==> config.mk <==
export PLATFORM = sky130hd
export DESIGN_NAME = actm_timer
export DESIGN_NICKNAME = d
export VERILOG_FILES = /design/src/actm_timer.v /design/src/actm_chan.v
export VERILOG_INCLUDE_DIRS = /design/src
export SDC_FILE = /design/constraint.sdc
export NUM_CORES = 1
export LEC_CHECK = 0
export ABC_AREA = 1
export BUFFER_PORTS_ARGS = -buffer_cell sky130_fd_sc_hd__buf_2
export CAP_MARGIN = 20
export CELL_PAD_IN_SITES_DETAIL_PLACEMENT = 1
export CELL_PAD_IN_SITES_GLOBAL_PLACEMENT = 1
export CORE_UTILIZATION = 46
export CTS_BUF_LIST = sky130_fd_sc_hd__clkbuf_8
export DETAILED_ROUTE_END_ITERATION = 7
export GPL_TIMING_DRIVEN = 0
export MAX_ROUTING_LAYER = met4
export PLACE_DENSITY = 0.93
export SETUP_SLACK_MARGIN = 0.4
export SKIP_CTS_REPAIR_TIMING = 1
export SYNTH_ARGS = -nofsm -noshare
export SYNTH_HDL_FRONTEND = slang
export SYNTH_HIERARCHICAL = 1
export SYNTH_SLANG_ARGS = --single-unit
==> constraint.sdc <==
create_clock -name ref_clk_i -period 3.3 [get_ports ref_clk_i]
set_input_delay 0.165 -clock ref_clk_i [delete_from_list [all_inputs] [get_ports ref_clk_i]]
set_output_delay 0.165 -clock ref_clk_i [all_outputs]
set_load 0.01 [all_outputs]
==> src/actm_consts.vh <==
// Constants for the audio capable timer: register map, field positions, codes
`ifndef ACTM_CONSTS_VH
`define ACTM_CONSTS_VH

// Register addresses on the plain register port
`define ACTM_ADDR_W        4
`define ACTM_A_CTRL_FIRST  4'h0
`define ACTM_A_CTRL_SECOND 4'h1
`define ACTM_A_COUNT_LO    4'h2
`define ACTM_A_COUNT_HI    4'h3
`define ACTM_A_CMPA_LO     4'h4
`define ACTM_A_CMPA_HI     4'h5
`define ACTM_A_CMPB_LO     4'h6
`define ACTM_A_CMPB_HI     4'h7
`define ACTM_A_PERIOD      4'h8
`define ACTM_A_FLAGS       4'h9

// First control register fields
`define ACTM_B_RUN         0
`define ACTM_B_AUDIO       1

// Second control register fields
`define ACTM_F_MODE_HI     7
`define ACTM_F_MODE_LO     6
`define ACTM_F_PIN_HI      5
`define ACTM_F_PIN_LO      4
`define ACTM_B_LEVEL       3
`define ACTM_B_INVERT      2
`define ACTM_B_SWAP        1
`define ACTM_B_CLRSEL      0

// Flag register fields, write one to clear
`define ACTM_B_FLAG_A      0
`define ACTM_B_FLAG_P      1
`define ACTM_B_FLAG_B      2

// Operating mode codes
`define ACTM_MODE_CMP      2'h0
`define ACTM_MODE_PWM      2'h2
`define ACTM_MODE_TMR      2'h3

// Pin action codes, compare mode
`define ACTM_PIN_NONE      2'h0
`define ACTM_PIN_LOW       2'h1
`define ACTM_PIN_HIGH      2'h2
`define ACTM_PIN_TOGGLE    2'h3

// Pin action codes, PWM mode
`define ACTM_PWM_INACT     2'h0
`define ACTM_PWM_ACT       2'h1
`define ACTM_PWM_WAVE      2'h2

// Widths and reset values
`define ACTM_CNT_W         10
`define ACTM_DUTY_W        11
`define ACTM_FULL_DUTY     11'h400
`define ACTM_CNT_ZERO      10'h000
`define ACTM_BYTE_ZERO     8'h00
`define ACTM_PER_LSB       2

`endif

==> src/actm_timer.v <==
// Audio capable 10-bit timer: compare, timer and PWM modes with register port
`timescale 1ns/1ps
`default_nettype none
`include "actm_consts.vh"

module actm_timer (
   input  wire                   ref_clk_i,
   input  wire                   rst_i,
   input  wire [`ACTM_ADDR_W-1:0] addr_i,
   input  wire [7:0]             wdata_i,
   input  wire                   wr_i,
   input  wire                   rd_i,
   output reg  [7:0]             rdata_o,
   output reg                    primary_output_o,
   output reg                    primary_output_oe_o,
   output reg                    complement_output_o,
   output reg                    complement_output_oe_o,
   output reg                    audio_output_one_o,
   output reg                    audio_output_one_oe_o,
   output reg                    audio_output_two_o,
   output reg                    audio_output_two_oe_o
);

   ////////////////////////////////////////////////////////////////////////
   // Control and data storage

   reg                   counter_run_bit;
   reg                   audio_pwm_select;
   reg [1:0]             operating_mode_field;
   reg [1:0]             pin_action_field;
   reg                   output_level_bit;
   reg                   output_invert_bit;
   reg                   period_duty_swap;
   reg                   clear_source_select;
   reg [`ACTM_CNT_W-1:0] count;
   reg [`ACTM_CNT_W-1:0] soft_a;
   reg [`ACTM_CNT_W-1:0] soft_b;
   reg [7:0]             soft_p;
   reg [`ACTM_CNT_W-1:0] compare_a_value;
   reg [`ACTM_CNT_W-1:0] compare_b_value;
   reg [7:0]             period_value;
   reg                   match_a_flag;
   reg                   match_b_flag;
   reg                   match_period_flag;
   reg                   run_q;
   reg                   cmp_pin;

   ////////////////////////////////////////////////////////////////////////
   // Mode decode

   wire mode_cmp = (operating_mode_field == `ACTM_MODE_CMP);
   wire mode_pwm = (operating_mode_field == `ACTM_MODE_PWM);
   // Timer mode and the undefined code both leave the pins free
   wire mode_tmr = ~mode_cmp & ~mode_pwm;
   wire audio    = mode_pwm & audio_pwm_select;
   // Swap has no meaning in audio mode
   wire swap_eff = period_duty_swap & ~audio;
   wire run_rise = counter_run_bit & ~run_q;

   ////////////////////////////////////////////////////////////////////////
   // Comparators, all against the value the counter is about to take

   wire [`ACTM_CNT_W-1:0] next_inc = count + 1'b1;
   wire hit_a = (next_inc == compare_a_value);
   wire hit_b = (next_inc == compare_b_value);
   // Period zero matches at the 3FF wrap, so overflow needs no extra term
   wire hit_p = (next_inc[`ACTM_CNT_W-1:`ACTM_PER_LSB] == period_value) &&
                (next_inc[`ACTM_PER_LSB-1:0] == 2'h0);
   wire a_zero = (compare_a_value == `ACTM_CNT_ZERO);
   wire b_zero = (compare_b_value == `ACTM_CNT_ZERO);

   // Clear source per mode
   reg clr_hit;
   always @* begin
      if (mode_pwm) begin
         // Clear-select ignored; swap picks the period comparator
         clr_hit = swap_eff ? hit_a : hit_p;
      end else begin
         clr_hit = clear_source_select ? hit_a : hit_p;
      end
   end

   // Match events while running
   wire ev_a = counter_run_bit & hit_a & ~a_zero;
   // In compare and timer modes clear on A suppresses the period flag
   wire ev_p = counter_run_bit & hit_p &
               (mode_pwm | ~clear_source_select);
   // B comparator only reports in audio mode
   wire ev_b = counter_run_bit & hit_b & ~b_zero & audio;

   wire [`ACTM_CNT_W-1:0] next_count = ~counter_run_bit ? `ACTM_CNT_ZERO :
                                       clr_hit ? `ACTM_CNT_ZERO : next_inc;

   ////////////////////////////////////////////////////////////////////////
   // Duty values; zero period value means the full 1024 count

   wire [`ACTM_DUTY_W-1:0] per_duty = (period_value == `ACTM_BYTE_ZERO) ?
                                      `ACTM_FULL_DUTY : {1'b0, period_value, 2'h0};
   wire [`ACTM_DUTY_W-1:0] duty_a = {1'b0, compare_a_value};
   wire [`ACTM_DUTY_W-1:0] duty_b = {1'b0, compare_b_value};
   // Normal mode duty comes from the non-period register
   wire [`ACTM_DUTY_W-1:0] duty_norm = swap_eff ? per_duty : duty_a;

   wire [`ACTM_DUTY_W-1:0] duty_sel [0:1];
   assign duty_sel[0] = audio ? duty_a : duty_norm;
   assign duty_sel[1] = duty_b;

   wire [1:0] wave;

   // One shaper per output channel, fed with the next count value
   genvar gi;
   generate
      for (gi = 0; gi < 2; gi = gi + 1) begin : g_chan
         actm_chan u_chan (
            .count_i      (next_count),
            .duty_i       (duty_sel[gi]),
            .pin_action_i (pin_action_field),
            .level_i      (output_level_bit),
            .invert_i     (output_invert_bit),
            .wave_o       (wave[gi])
         );
      end
   endgenerate

   ////////////////////////////////////////////////////////////////////////
   // Register writes and shadow loading

   wire wr_ctl1  = wr_i & (addr_i == `ACTM_A_CTRL_FIRST);
   wire wr_ctl2  = wr_i & (addr_i == `ACTM_A_CTRL_SECOND);
   wire wr_al    = wr_i & (addr_i == `ACTM_A_CMPA_LO);
   wire wr_ah    = wr_i & (addr_i == `ACTM_A_CMPA_HI);
   wire wr_bl    = wr_i & (addr_i == `ACTM_A_CMPB_LO);
   wire wr_bh    = wr_i & (addr_i == `ACTM_A_CMPB_HI);
   wire wr_per   = wr_i & (addr_i == `ACTM_A_PERIOD);
   wire wr_flags = wr_i & (addr_i == `ACTM_A_FLAGS);

   // Active copies follow writes one cycle later except in audio mode
   wire load_act = ~audio | ev_p;

   // Software visible control bits
   always @(posedge ref_clk_i) begin
      if (rst_i) begin
         counter_run_bit      <= 1'b0;
         audio_pwm_select     <= 1'b0;
         operating_mode_field <= `ACTM_MODE_CMP;
         pin_action_field     <= `ACTM_PIN_NONE;
         output_level_bit     <= 1'b0;
         output_invert_bit    <= 1'b0;
         period_duty_swap     <= 1'b0;
         clear_source_select  <= 1'b0;
      end else begin
         if (wr_ctl1) begin
            counter_run_bit  <= wdata_i[`ACTM_B_RUN];
            audio_pwm_select <= wdata_i[`ACTM_B_AUDIO];
         end
         if (wr_ctl2) begin
            operating_mode_field <= wdata_i[`ACTM_F_MODE_HI:`ACTM_F_MODE_LO];
            pin_action_field     <= wdata_i[`ACTM_F_PIN_HI:`ACTM_F_PIN_LO];
            output_level_bit     <= wdata_i[`ACTM_B_LEVEL];
            output_invert_bit    <= wdata_i[`ACTM_B_INVERT];
            clear_source_select  <= wdata_i[`ACTM_B_CLRSEL];
         end
         // Hardware holds the swap bit low while audio mode is on
         if (audio) begin
            period_duty_swap <= 1'b0;
         end else if (wr_ctl2) begin
            period_duty_swap <= wdata_i[`ACTM_B_SWAP];
         end
      end
   end

   // Software copies of the compare values, byte at a time
   always @(posedge ref_clk_i) begin
      if (rst_i) begin
         soft_a <= `ACTM_CNT_ZERO;
         soft_b <= `ACTM_CNT_ZERO;
         soft_p <= `ACTM_BYTE_ZERO;
      end else begin
         if (wr_al) begin
            soft_a[7:0] <= wdata_i;
         end
         if (wr_ah) begin
            soft_a[9:8] <= wdata_i[1:0];
         end
         if (wr_bl) begin
            soft_b[7:0] <= wdata_i;
         end
         if (wr_bh) begin
            soft_b[9:8] <= wdata_i[1:0];
         end
         if (wr_per) begin
            soft_p <= wdata_i;
         end
      end
   end

   // Working values; the one-cycle lag outside audio mode is harmless
   always @(posedge ref_clk_i) begin
      if (rst_i) begin
         compare_a_value <= `ACTM_CNT_ZERO;
         compare_b_value <= `ACTM_CNT_ZERO;
         period_value    <= `ACTM_BYTE_ZERO;
      end else if (load_act) begin
         compare_a_value <= soft_a;
         compare_b_value <= soft_b;
         period_value    <= soft_p;
      end
   end

   ////////////////////////////////////////////////////////////////////////
   // Counter and sticky flags; a new event wins over a clear

   always @(posedge ref_clk_i) begin
      if (rst_i) begin
         count             <= `ACTM_CNT_ZERO;
         run_q             <= 1'b0;
         match_a_flag      <= 1'b0;
         match_b_flag      <= 1'b0;
         match_period_flag <= 1'b0;
      end else begin
         count <= next_count;
         run_q <= counter_run_bit;
         if (ev_a) begin
            match_a_flag <= 1'b1;
         end else if (wr_flags & wdata_i[`ACTM_B_FLAG_A]) begin
            match_a_flag <= 1'b0;
         end
         if (ev_p) begin
            match_period_flag <= 1'b1;
         end else if (wr_flags & wdata_i[`ACTM_B_FLAG_P]) begin
            match_period_flag <= 1'b0;
         end
         if (ev_b) begin
            match_b_flag <= 1'b1;
         end else if (wr_flags & wdata_i[`ACTM_B_FLAG_B]) begin
            match_b_flag <= 1'b0;
         end
      end
   end

   ////////////////////////////////////////////////////////////////////////
   // Compare mode pin state

   always @(posedge ref_clk_i) begin
      if (rst_i) begin
         cmp_pin <= 1'b0;
      end else if (run_rise) begin
         cmp_pin <= output_level_bit;
      end else if (ev_a & mode_cmp) begin
         // Only an A event moves the pin; period matches never do
         case (pin_action_field)
            `ACTM_PIN_LOW:    cmp_pin <= 1'b0;
            `ACTM_PIN_HIGH:   cmp_pin <= 1'b1;
            `ACTM_PIN_TOGGLE: cmp_pin <= ~cmp_pin;
            default:          cmp_pin <= cmp_pin;
         endcase
      end
   end

   ////////////////////////////////////////////////////////////////////////
   // Output pins, each from its own flop

   always @(posedge ref_clk_i) begin
      if (rst_i) begin
         primary_output_o       <= 1'b0;
         primary_output_oe_o    <= 1'b0;
         complement_output_o    <= 1'b0;
         complement_output_oe_o <= 1'b0;
         audio_output_one_o     <= 1'b0;
         audio_output_one_oe_o  <= 1'b0;
         audio_output_two_o     <= 1'b0;
         audio_output_two_oe_o  <= 1'b0;
      end else begin
         // Pin released in timer mode so it can serve other functions
         primary_output_oe_o    <= ~mode_tmr & ~audio;
         complement_output_oe_o <= mode_pwm & ~audio;
         audio_output_one_oe_o  <= audio;
         audio_output_two_oe_o  <= audio;
         if (mode_pwm) begin
            primary_output_o <= wave[0];
         end else begin
            primary_output_o <= cmp_pin ^ output_invert_bit;
         end
         complement_output_o <= ~wave[0];
         audio_output_one_o  <= wave[0];
         audio_output_two_o  <= wave[1];
      end
   end

   ////////////////////////////////////////////////////////////////////////
   // Read port: data valid only in the cycle after the strobe

   reg [7:0] rd_mux;
   always @* begin
      case (addr_i)
         `ACTM_A_CTRL_FIRST:  rd_mux = {6'h00, audio_pwm_select, counter_run_bit};
         `ACTM_A_CTRL_SECOND: rd_mux = {operating_mode_field, pin_action_field,
                                        output_level_bit, output_invert_bit,
                                        period_duty_swap, clear_source_select};
         `ACTM_A_COUNT_LO:    rd_mux = count[7:0];
         `ACTM_A_COUNT_HI:    rd_mux = {6'h00, count[9:8]};
         `ACTM_A_CMPA_LO:     rd_mux = soft_a[7:0];
         `ACTM_A_CMPA_HI:     rd_mux = {6'h00, soft_a[9:8]};
         `ACTM_A_CMPB_LO:     rd_mux = soft_b[7:0];
         `ACTM_A_CMPB_HI:     rd_mux = {6'h00, soft_b[9:8]};
         `ACTM_A_PERIOD:      rd_mux = soft_p;
         `ACTM_A_FLAGS:       rd_mux = {5'h00, match_b_flag, match_period_flag,
                                        match_a_flag};
         default:             rd_mux = `ACTM_BYTE_ZERO;
      endcase
   end

   // Read data return to zero outside the answer cycle
   always @(posedge ref_clk_i) begin
      if (rst_i) begin
         rdata_o <= `ACTM_BYTE_ZERO;
      end else if (rd_i) begin
         rdata_o <= rd_mux;
      end else begin
         rdata_o <= `ACTM_BYTE_ZERO;
      end
   end

endmodule
`default_nettype wire

==> src/actm_chan.v <==
// One PWM channel: duty compare and pin level shaping
`timescale 1ns/1ps
`default_nettype none
`include "actm_consts.vh"

module actm_chan (
   input  wire [`ACTM_CNT_W-1:0]  count_i,
   input  wire [`ACTM_DUTY_W-1:0] duty_i,
   input  wire [1:0]              pin_action_i,
   input  wire                    level_i,
   input  wire                    invert_i,
   output reg                     wave_o
);

   reg active;

   // Active from the period start until the duty match
   always @* begin
      active = ({1'b0, count_i} < duty_i);
      case (pin_action_i)
         `ACTM_PWM_INACT: active = 1'b0;
         `ACTM_PWM_ACT:   active = 1'b1;
         `ACTM_PWM_WAVE:  active = active;
         default:         active = 1'b0; // Undefined code held inactive
      endcase
      // Active level chooses high or low, invert flips the result
      wave_o = (active ? level_i : ~level_i) ^ invert_i;
   end

endmodule
`default_nettype wire

==> results.sh, run 1 <==
export IMPL_status="finished with violations"
export IMPL_failed_checks="negative setup slack"
export IMPL_power_switching_uw=605
export IMPL_vias_per_cell=5.82
export IMPL_min_to="pin_action_field[1]$_SDFFE_PP0P_"
export IMPL_ys_seq_area_share_pct=34.4
export IMPL_fin_area_um2=6580
export IMPL_finalSetupViolations=4
export IMPL_power_frac_seq_pct=54.5
export IMPL_cts_sinks=96
export IMPL_critPathMaxStageDelay_ns=0.40
export IMPL_nets=901
export IMPL_final_cell_count_no_fill=1007
export IMPL_register_area_um2=1930
export IMPL_dieWidth_um=112
export IMPL_skew_ns=0.0199
export IMPL_busiest_layer="met2"
export IMPL_crit_required_ns=3.56
export IMPL_cp_max_fo=6
export IMPL_reg2reg_depth=28
export IMPL_drtIter0Drc=408
export IMPL_synth_top_area_share_pct=34.4
export IMPL_peakVddDrop_mv=0.290
export IMPL_cp_num_buf_inv=5
export IMPL_p_int_mw=1.58
export IMPL_timing_final_ws_setup_ns=-0.246
export IMPL_use_met3_pct=5.08
export IMPL_cts_tree="done"
export IMPL_synth_most_common_cell="nand2_1"
export IMPL_wl_per_cell_um=21.5
export IMPL_clockBufferDepth=2
export IMPL_grtUsageMet2_pct=55.9
export IMPL_max_cap_viol_count=0
export IMPL_hp_class="input port to flip-flop"
export IMPL_postRouteAntennaNets=0
export IMPL_grtUsageTotal_pct=33.1
export IMPL_wl_um=21600
export IMPL_clockPowerShare_pct=37.6
export IMPL_drc=0
export IMPL_multi_input_area_um2=3230
export IMPL_grt_start_max_net_pins=18
export IMPL_dp_cells=971
export IMPL_syn_area_um2=5580
export IMPL_clkSlewWorstSetupHoldPaths_ns=0.11
export IMPL_gp_congestion=0.953
export IMPL_worstSetupPathType="flip-flop to flip-flop"
export IMPL_synth_async_reset_ratio_pct=0
export IMPL_slew_headroom_pct=51.6
export IMPL_dp_slack_ns=-0.573
export IMPL_cts_root_buf="clkbuf_8"
export IMPL_slowest_stage="dfxtp_4"
export IMPL_placed_cell_area_um2=5920
export IMPL_port_buffers=30
export IMPL_slew_viol_final=0
export IMPL_pwr_share_comb_pct=7.9
export IMPL_num_rows=39
export IMPL_synth_area_leader_cell="dfxtp_1"
export IMPL_nFillCells=1524
export IMPL_p_sw_share_pct=27.7
export IMPL_end_kind="flip-flop"
export IMPL_cp_top_family="simple AND/OR/NAND/NOR gates"
export IMPL_initial_utilization_pct=48.1
export IMPL_area_growth_synth_to_final_pct=17.9
export IMPL_hp_start="wdata_i[5]"
export IMPL_timing_rr_end="complement_output_o$_SDFF_PP0_"
export IMPL_yosysWarnings=6
export IMPL_grt_overflow=0
export IMPL_synth_edf_count=0
export IMPL_min_period_ns=3.55
export IMPL_antenna_cells=0
export IMPL_synth_common_cells="nand2_1 (147), inv_1 (142), dfxtp_1 (96)"
export IMPL_antenna_found_initial=0
export IMPL_postSynthCellCount=797
export IMPL_die_area_um2=12600
export IMPL_p_per_area_nw_per_um2=333
export IMPL_rsz0062_at_grt="yes"
export IMPL_hpwl_um=15300
export IMPL_ys_types=40
export IMPL_hold_depth=3
export IMPL_max_freq_mhz=282
export IMPL_ys_ff_latch=96
export IMPL_first_pass_iters=6
export IMPL_synth_flop_cell="dfxtp_1"
export IMPL_worstPathArrival_ns=3.81
export IMPL_avgSynthCellArea_um2=7.00
export IMPL_die_height_um=112
export IMPL_insertion_delay_ns=0.39
export IMPL_reg2reg_slack_ns=-0.25
export IMPL_start_kind="flip-flop"
export IMPL_route_vias_total=5859
export IMPL_cts_max_level=3
export IMPL_fin_util_pct=56.7
export IMPL_synth_area_top_cells="dfxtp_1 (34%), nand2_1 (9.9%), inv_1 (9.5%), nand3_1 (6.0%), ha_1 (5.8%)"
export IMPL_hold_viol=0
export IMPL_rr_startpoint="count[1]$_SDFF_PP0_"
export IMPL_grt_pass1_vias=5788
export IMPL_io_pins=32
export IMPL_drive_gt1_share_pct=23.3
export IMPL_p_leak_nw=2.52
export IMPL_numCtsBuffers=9
export IMPL_grtUsageMet1_pct=38.0
export IMPL_grt_pass1_wl_um=30500
export IMPL_crit_top_cell="nand2_1"
export IMPL_period_share_pct=107
export IMPL_worst_pin_slew_ns=0.720
export IMPL_core_um2=11600
==> routing by layer <==
metal,up-vias,wire [um]
met3,80,1200
met5,-,0
met2,234,10700
met4,0,1080
met1,2854,8670
li1,2691,-
==> state kept, by name (all words and copies together) (netlist names), 2 cells and up <==
register              cells
compare_a_value          10
compare_b_value          10
count                    10
soft_a                   10
soft_b                   10
period_value              8
rdata_o                   8
soft_p                    8
operating_mode_field      2
pin_action_field          2
==> area by class of cell <==
cell class                 instances  share of cell area (%)
multi-input combinational        530                    49.1
sequential                        96                    29.4
inverter                         145                    8.31
timing repair buffer              50                    4.92
tap                              143                    2.72
buffer                            27                    2.40
clock buffer                       9                    1.88
clock inverter                     7                    1.24
==> metrics by stage <==
stage / hold WS, ns / TNS (ns) / power [mW]
3_5_place_dp: 0.458 / -2.12 / 1.37
3_3_place_gp: 0.448 / -1.27 / 1.36
4_1_cts: 0.0964 / -2.34 / 2.17
2_1_floorplan: 0.329 / 0 / 1.31
5_1_grt: 0.107 / -1.52 / 2.24
6_report: 0.104 / -0.828 / 2.19
==> cells in the final DEF, fill, tap and decap left out, types with 4 or more instances in the layout <==
cell type and instances:
a211oi_1 9, a21oi_1 56, a21oi_2 21, buf_2 32
buf_4 19, buf_6 4, clkbuf_1 14, clkbuf_8 9
dfxtp_1 90, dfxtp_2 4, ha_1 20, ha_4 6
inv_1 139, inv_2 5, nand2_1 131, nand2_2 39
nand2_4 7, nand3_1 61, nand3_2 7, nand4_1 6
nor2_1 37, nor2_2 14, nor2_4 10, nor3_1 11
nor4_1 6, o21ai_0 47, o22ai_1 15, xor2_2 4
==> worst max-delay path by stage <==
stage	start	to	slack, ns	cells past startpoint
global placement	count[1]$_SDFF_PP0_	primary_output_o$_SDFF_PP0_	-0.38	29
CTS	count[1]$_SDFF_PP0_	audio_output_one_o$_SDFF_PP0_	-0.62	29
floorplan	count[0]$_SDFF_PP0_	primary_output_o$_SDFF_PP0_	0.40	29
global route	count[2]$_SDFF_PP0_	primary_output_o$_SDFF_PP0_	-0.45	26
detailed placement	count[1]$_SDFF_PP0_	primary_output_o$_SDFF_PP0_	-0.57	28
finish	count[1]$_SDFF_PP0_	complement_output_o$_SDFF_PP0_	-0.25	28
==> worst min-delay path, stage by stage <==
cell and delay [ns]:
buf_2 0.14, nand3_1 0.09, a21oi_1 0.06
==> cells by family (layout without fill, tap and decap cells) <==
family,after synthesis,in the layout,share of synthesized area [%]
DFF,96,96,34.4
xor gates and xnor gates,10,10,2.65
AOI/OAI and AO/OA,159,159,16.9
other,1,2,0.0672
adders and majority gates,26,26,5.83
buffers and inverters,172,238,12.4
and+or+nand+nor,333,333,27.7
==> power by group through the flow <==
stage | combinational [mW] | clock, mW | sequential, mW
2_1_floorplan | 0.0948 | 0 | 1.21
3_5_place_dp | 0.153 | 0 | 1.22
6_report | 0.173 | 0.822 | 1.19
3_3_place_gp | 0.146 | 0 | 1.22
5_1_grt | 0.189 | 0.861 | 1.19
4_1_cts | 0.155 | 0.819 | 1.19
Note: power is estimated with default switching activity, not from simulation.
==> run 2, diff against run 1 <==
- CORE_UTILIZATION: 46 -> 50
- PLACE_DENSITY: 0.93 -> 0.95
- clock period: 3.3 -> 4.2 ns (I/O delays scaled with it)
==> run 2 against run 1 <==
The flow now finishes without violations. Combinational power fell by 25%. Clock power shrank 27%. Sequential power fell by 21%. Die area shrank 7.9%. Routed wire length is 4.2% lower. Flip-flop and latch count is the same. Setup slack better by 0.82 ns. Final cell count shrank 1.8%. Register-to-register slack better by 0.82 ns. Critical endpoint is now primary_output_o$_SDFF_PP0_. Largest power group unchanged. Highest routed layer unchanged.
==> results.sh, run 2 (synthesis gave the netlist of run 1 again) <==
export IMPL_pwr_share_comb_pct=7.8
export IMPL_grt_pass1_wl_um=31100
export IMPL_p_int_mw=1.20
export IMPL_slew_viol_final=0
export IMPL_rsz0062_at_grt="no"
export IMPL_drive_gt1_share_pct=16.4
export IMPL_p_per_area_nw_per_um2=270
export IMPL_cts_sinks=96
export IMPL_hpwl_um=15400
export IMPL_grtUsageTotal_pct=37.0
export IMPL_hp_class="input port to flip-flop"
export IMPL_grt_pass1_vias=5797
export IMPL_postRouteAntennaNets=0
export IMPL_cp_num_buf_inv=3
export IMPL_num_rows=38
export IMPL_die_area_um2=11600
export IMPL_rr_startpoint="count[5]$_SDFF_PP0_"
export IMPL_max_freq_mhz=276
export IMPL_cts_max_level=3
export IMPL_start_kind="flip-flop"
export IMPL_cts_root_buf="clkbuf_8"
export IMPL_clockPowerShare_pct=36.1
export IMPL_wl_um=20700
export IMPL_grt_overflow=0
export IMPL_worstPathArrival_ns=3.87
export IMPL_wl_per_cell_um=20.9
export IMPL_critPathMaxStageDelay_ns=0.43
export IMPL_p_sw_share_pct=28.2
export IMPL_cp_max_fo=10
export IMPL_port_buffers=30
export IMPL_min_to="pin_action_field[1]$_SDFFE_PP0P_"
export IMPL_drtIter0Drc=441
export IMPL_timing_rr_end="primary_output_o$_SDFF_PP0_"
export IMPL_finalSetupViolations=0
export IMPL_reg2reg_depth=26
export IMPL_hp_start="wdata_i[5]"
export IMPL_busiest_layer="met2"
export IMPL_hold_depth=3
export IMPL_peakVddDrop_mv=0.183
export IMPL_insertion_delay_ns=0.38
export IMPL_max_cap_viol_count=0
export IMPL_grtUsageMet2_pct=63.6
export IMPL_end_kind="flip-flop"
export IMPL_min_period_ns=3.63
export IMPL_hold_viol=0
export IMPL_grtUsageMet1_pct=43.0
export IMPL_dp_cells=968
export IMPL_final_cell_mix="nand2_1 (145), inv_1 (142), dfxtp_1 (94)"
export IMPL_slowest_stage="dfxtp_1"
export IMPL_cts_tree="done"
export IMPL_final_cell_count_no_fill=989
export IMPL_dieWidth_um=108
export IMPL_io_pins=32
export IMPL_area_growth_synth_to_final_pct=10.6
export IMPL_worst_pin_slew_ns=0.774
export IMPL_slew_headroom_pct=48.4
export IMPL_reg2reg_slack_ns=0.57
export IMPL_period_share_pct=86.4
export IMPL_grt_start_max_net_pins=18
export IMPL_skew_ns=0.0191
export IMPL_antenna_cells=0
export IMPL_vias_per_cell=5.93
export IMPL_clkSlewWorstSetupHoldPaths_ns=0.10
export IMPL_first_pass_iters=5
export IMPL_nets=886
export IMPL_initial_utilization_pct=51.5
export IMPL_use_met3_pct=4.42
export IMPL_die_height_um=108
export IMPL_setup_tns_ns=0
export IMPL_drc=0
export IMPL_cp_top_family="simple AND/OR/NAND/NOR gates"
export IMPL_power_mw=1.67
export IMPL_p_leak_nw=2.40
export IMPL_numCtsBuffers=9
export IMPL_clockBufferDepth=2
export IMPL_crit_required_ns=4.44
export IMPL_core_um2=10800
export IMPL_nFillCells=1460
export IMPL_final_common_cell="nand2_1"
export IMPL_crit_top_cell="nand2_1"
export IMPL_status="finished clean"
export IMPL_gp_congestion=0.995
export IMPL_worstSetupPathType="flip-flop to flip-flop"
export IMPL_antenna_found_initial=0
export IMPL_route_vias_total=5866
export IMPL_power_switching_uw=471
export IMPL_power_frac_seq_pct=56.1
run 2: cell count changes in the layout (fill, tap and decap cells not counted), sizes merged:
cell	change
inv	+1
clkinv	-1
clkbuf	+1
bufinv	-1
buf	-15
run 2: stage by stage:
step	cell area, um2	worst slack [ns]	utilization (%)	hold WS, ns
3_5_place_dp	5910	0.301	54.5	0.457
2_1_floorplan	5590	1.17	-	0.374
4_1_cts	6100	0.115	56.3	0.158
5_1_grt	6170	0.370	57.0	0.169
3_3_place_gp	5910	0.498	54.5	0.450
6_report	6170	0.571	57.0	0.167
run 2: power by group through the flow:
stage / Sequential (mW) / Combinational (mW) / Clock (mW)
2_1_floorplan: 0.954 / 0.0743 / 0
3_3_place_gp: 0.957 / 0.116 / 0
3_5_place_dp: 0.958 / 0.122 / 0
4_1_cts: 0.937 / 0.125 / 0.595
5_1_grt: 0.938 / 0.141 / 0.632
6_report: 0.937 / 0.130 / 0.602
run 2: per-layer routing:
metal / share of wire, % / vias up / routed length (um)
met2: 49 / 285 / 10100
met3: 7.2 / 89 / 1480
met5: 0 / - / 0
met1: 39 / 2831 / 7980
met4: 5.3 / 0 / 1090
li1: - / 2661 / -
run 2: worst max-delay path by stage:
stage,start,endpoint,slack (ns),cells after the start
6_report,count[5]$_SDFF_PP0_,primary_output_o$_SDFF_PP0_,0.57,26
5_1_grt,count[0]$_SDFF_PP0_,primary_output_o$_SDFF_PP0_,0.37,27
4_1_cts,count[0]$_SDFF_PP0_,primary_output_o$_SDFF_PP0_,0.11,28
3_5_place_dp,count[0]$_SDFF_PP0_,primary_output_o$_SDFF_PP0_,0.30,28
3_3_place_gp,count[0]$_SDFF_PP0_,primary_output_o$_SDFF_PP0_,0.50,26
2_1_floorplan,count[0]$_SDFF_PP0_,primary_output_o$_SDFF_PP0_,1.17,29
run 2: layout make-up:
| cell class | instances | area, um2 | area share, % |
|---|---|---|---|
| Sequential cell | 96 | 1930 | 31.2 |
| Clock inverter | 6 | 51.3 | 0.831 |
| Timing Repair Buffer | 35 | 188 | 3.04 |
| Tap cell | 140 | 175 | 2.84 |
| Buffer | 27 | 154 | 2.49 |
| Inverter | 145 | 544 | 8.81 |
| Multi-Input combinational cell | 530 | 3000 | 48.5 |
| Clock buffer | 10 | 138 | 2.23 |
run 2: worst reg2reg max path, cell delays in order (launching register included):
cell and delay (ns):
dfxtp_1 0.43, nand2_1 0.16, nor2_1 0.24, nand2_1 0.12
nand2_1 0.14, nand2_2 0.18, nand2_1 0.12, nand2_1 0.06
nand3_1 0.12, nor2_4 0.06, nand2_1 0.08, nand3_2 0.11
buf_6 0.17, nor2_1 0.20, ha_1 0.29, nand2_1 0.09
inv_1 0.07, nand2_1 0.08, nand2_1 0.08, nand2_1 0.07
nand3_1 0.11, nand2_1 0.11, nand3_1 0.08, nand2_1 0.08
inv_1 0.07, a21oi_1 0.15, nor2_1 0.06
==> run 3, diff against run 2 <==
- CORE_ASPECT_RATIO: not set -> 1.25
==> run 3 against run 2 <==
Sequential share of layout area barely moved. Largest power group unchanged. Clock skew rose by 0.0037 ns. Fmax barely moved. Sequential power barely moved. Largest cell class unchanged. Flip-flop and latch count did not move.
==> results.sh, run 3 (synthesis gave the netlist of run 1 again) <==
export IMPL_status="finished clean"
export IMPL_hpwl_um=15800
export IMPL_die_area_um2=11600
export IMPL_rsz0062_at_grt="no"
export IMPL_clkSlewWorstSetupHoldPaths_ns=0.11
export IMPL_reg2reg_depth=28
export IMPL_wl_um=20500
export IMPL_cts_root_buf="clkbuf_8"
export IMPL_end_kind="flip-flop"
export IMPL_grt_start_max_net_pins=17
export IMPL_worstPathArrival_ns=3.92
export IMPL_drc=0
export IMPL_first_pass_iters=5
export IMPL_hp_class="input port to flip-flop"
export IMPL_port_buffers=30
export IMPL_start_kind="flip-flop"
export IMPL_crit_top_cell="nand2_1"
export IMPL_cts_tree="done"
export IMPL_dieWidth_um=96.5
export IMPL_route_vias_total=5696
export IMPL_cts_sinks=96
export IMPL_postRouteAntennaNets=0
export IMPL_final_cell_mix="nand2_1 (144), inv_1 (143), dfxtp_1 (94)"
export IMPL_grt_overflow=0
export IMPL_period_share_pct=86.4
export IMPL_final_common_cell="nand2_1"
export IMPL_die_height_um=120
export IMPL_timing_rr_end="primary_output_o$_SDFF_PP0_"
export IMPL_numCtsBuffers=9
export IMPL_cp_max_fo=10
export IMPL_p_per_area_nw_per_um2=277
export IMPL_worstSetupPathType="flip-flop to flip-flop"
export IMPL_worst_pin_slew_ns=0.801
export IMPL_finalSetupViolations=0
export IMPL_rr_startpoint="count[0]$_SDFF_PP0_"
export IMPL_hold_viol=0
export IMPL_drive_gt1_share_pct=16.1
export IMPL_area_growth_synth_to_final_pct=10.6
export IMPL_grt_pass1_vias=5883
export IMPL_insertion_delay_ns=0.39
export IMPL_use_met3_pct=5.26
export IMPL_wl_per_cell_um=20.9
export IMPL_reg2reg_slack_ns=0.57
export IMPL_slew_viol_final=0
export IMPL_io_pins=32
export IMPL_antenna_cells=0
export IMPL_hold_depth=3
export IMPL_gp_congestion=0.922
export IMPL_initial_utilization_pct=52.1
export IMPL_vias_per_cell=5.82
export IMPL_peakVddDrop_mv=0.212
export IMPL_clockBufferDepth=2
export IMPL_max_cap_viol_count=0
export IMPL_antenna_found_initial=0
export IMPL_min_period_ns=3.63
export IMPL_core_um2=10700
export IMPL_cts_max_level=3
export IMPL_min_to="pin_action_field[1]$_SDFFE_PP0P_"
export IMPL_nets=884
export IMPL_grtUsageTotal_pct=37.1
export IMPL_skew_ns=0.0229
export IMPL_grtUsageMet2_pct=62.4
export IMPL_critPathMaxStageDelay_ns=0.42
export IMPL_setup_tns_ns=0
export IMPL_slew_headroom_pct=46.6
export IMPL_num_rows=42
export IMPL_grtUsageMet1_pct=41.1
export IMPL_drtIter0Drc=370
export IMPL_busiest_layer="met2"
export IMPL_hp_start="wdata_i[5]"
export IMPL_p_leak_nw=2.42
export IMPL_hold_slack_ns=0.170
export IMPL_crit_required_ns=4.50
export IMPL_max_freq_mhz=276
export IMPL_slowest_stage="dfxtp_4"
export IMPL_grt_pass1_wl_um=30700
==> run 3: cell count changes in the layout (fill, tap and decap cells not counted), sizes merged <==
| cell | before | now |
|---|---|---|
| buf | 47 | 45 |
| bufinv | 0 | 1 |
| clkinv | 1 | 2 |
| clkinvlp | 3 | 1 |
==> run 3: layout make-up <==
type / instances / area, um2
timing repair buffer: 33 / 173
buffer: 27 / 153
sequential: 96 / 1930
fill: 1439 / 4550
clock inverter: 6 / 67.6
multi-input combinational: 530 / 3000
tap: 132 / 165
inverter: 145 / 544
clock buffer: 10 / 138
==> run 3: power breakdown <==
part / switching [mW] / internal (mW)
sequential: 0.0142 / 0.922
clock: 0.352 / 0.294
combinational: 0.0911 / 0.0371
total: 0.457 / 1.25
==> run 3: worst max-delay path, delay by kind of cell, from the launching register on <==
| family | cells | cell delay, ns |
|---|---|---|
| fa+ha+maj | 2 | 0.52 |
| compound gates | 1 | 0.10 |
| buf+inv | 4 | 0.46 |
| flops | 1 | 0.42 |
| simple gates | 21 | 2.03 |
==> run 3: per-layer routing <==
layer  routed length [um]  vias to the layer above  part of all wire, %
li1                     -                     2659                    -
met1                 7870                     2763                   38
met2                10500                      209                   51
met3                  958                       65                  4.7
met4                 1200                        0                  5.9
met5                    0                        -                    0
==> run 3: stage by stage <==
stage	util, %	setup WS, ns	area, um2	std cells	total power, mW
global placement	55.0	0.323	5900	960	1.07
finish	57.6	0.573	6170	979	1.71
detailed placement	55.0	0.0483	5900	960	1.08
floorplan	-	1.17	5590	798	1.03
CTS	57.0	0.0154	6110	976	1.69
global route	57.6	0.280	6170	979	1.75
==> run 3: worst max-delay path by stage <==
stage / start / end / slack [ns] / cells past startpoint
finish: count[0]$_SDFF_PP0_ / primary_output_o$_SDFF_PP0_ / 0.57 / 28
global route: count[0]$_SDFF_PP0_ / primary_output_o$_SDFF_PP0_ / 0.28 / 28
CTS: count[0]$_SDFF_PP0_ / primary_output_o$_SDFF_PP0_ / 0.02 / 29
detailed placement: count[0]$_SDFF_PP0_ / primary_output_o$_SDFF_PP0_ / 0.05 / 29
global placement: count[0]$_SDFF_PP0_ / primary_output_o$_SDFF_PP0_ / 0.32 / 26
floorplan: count[0]$_SDFF_PP0_ / primary_output_o$_SDFF_PP0_ / 1.17 / 29
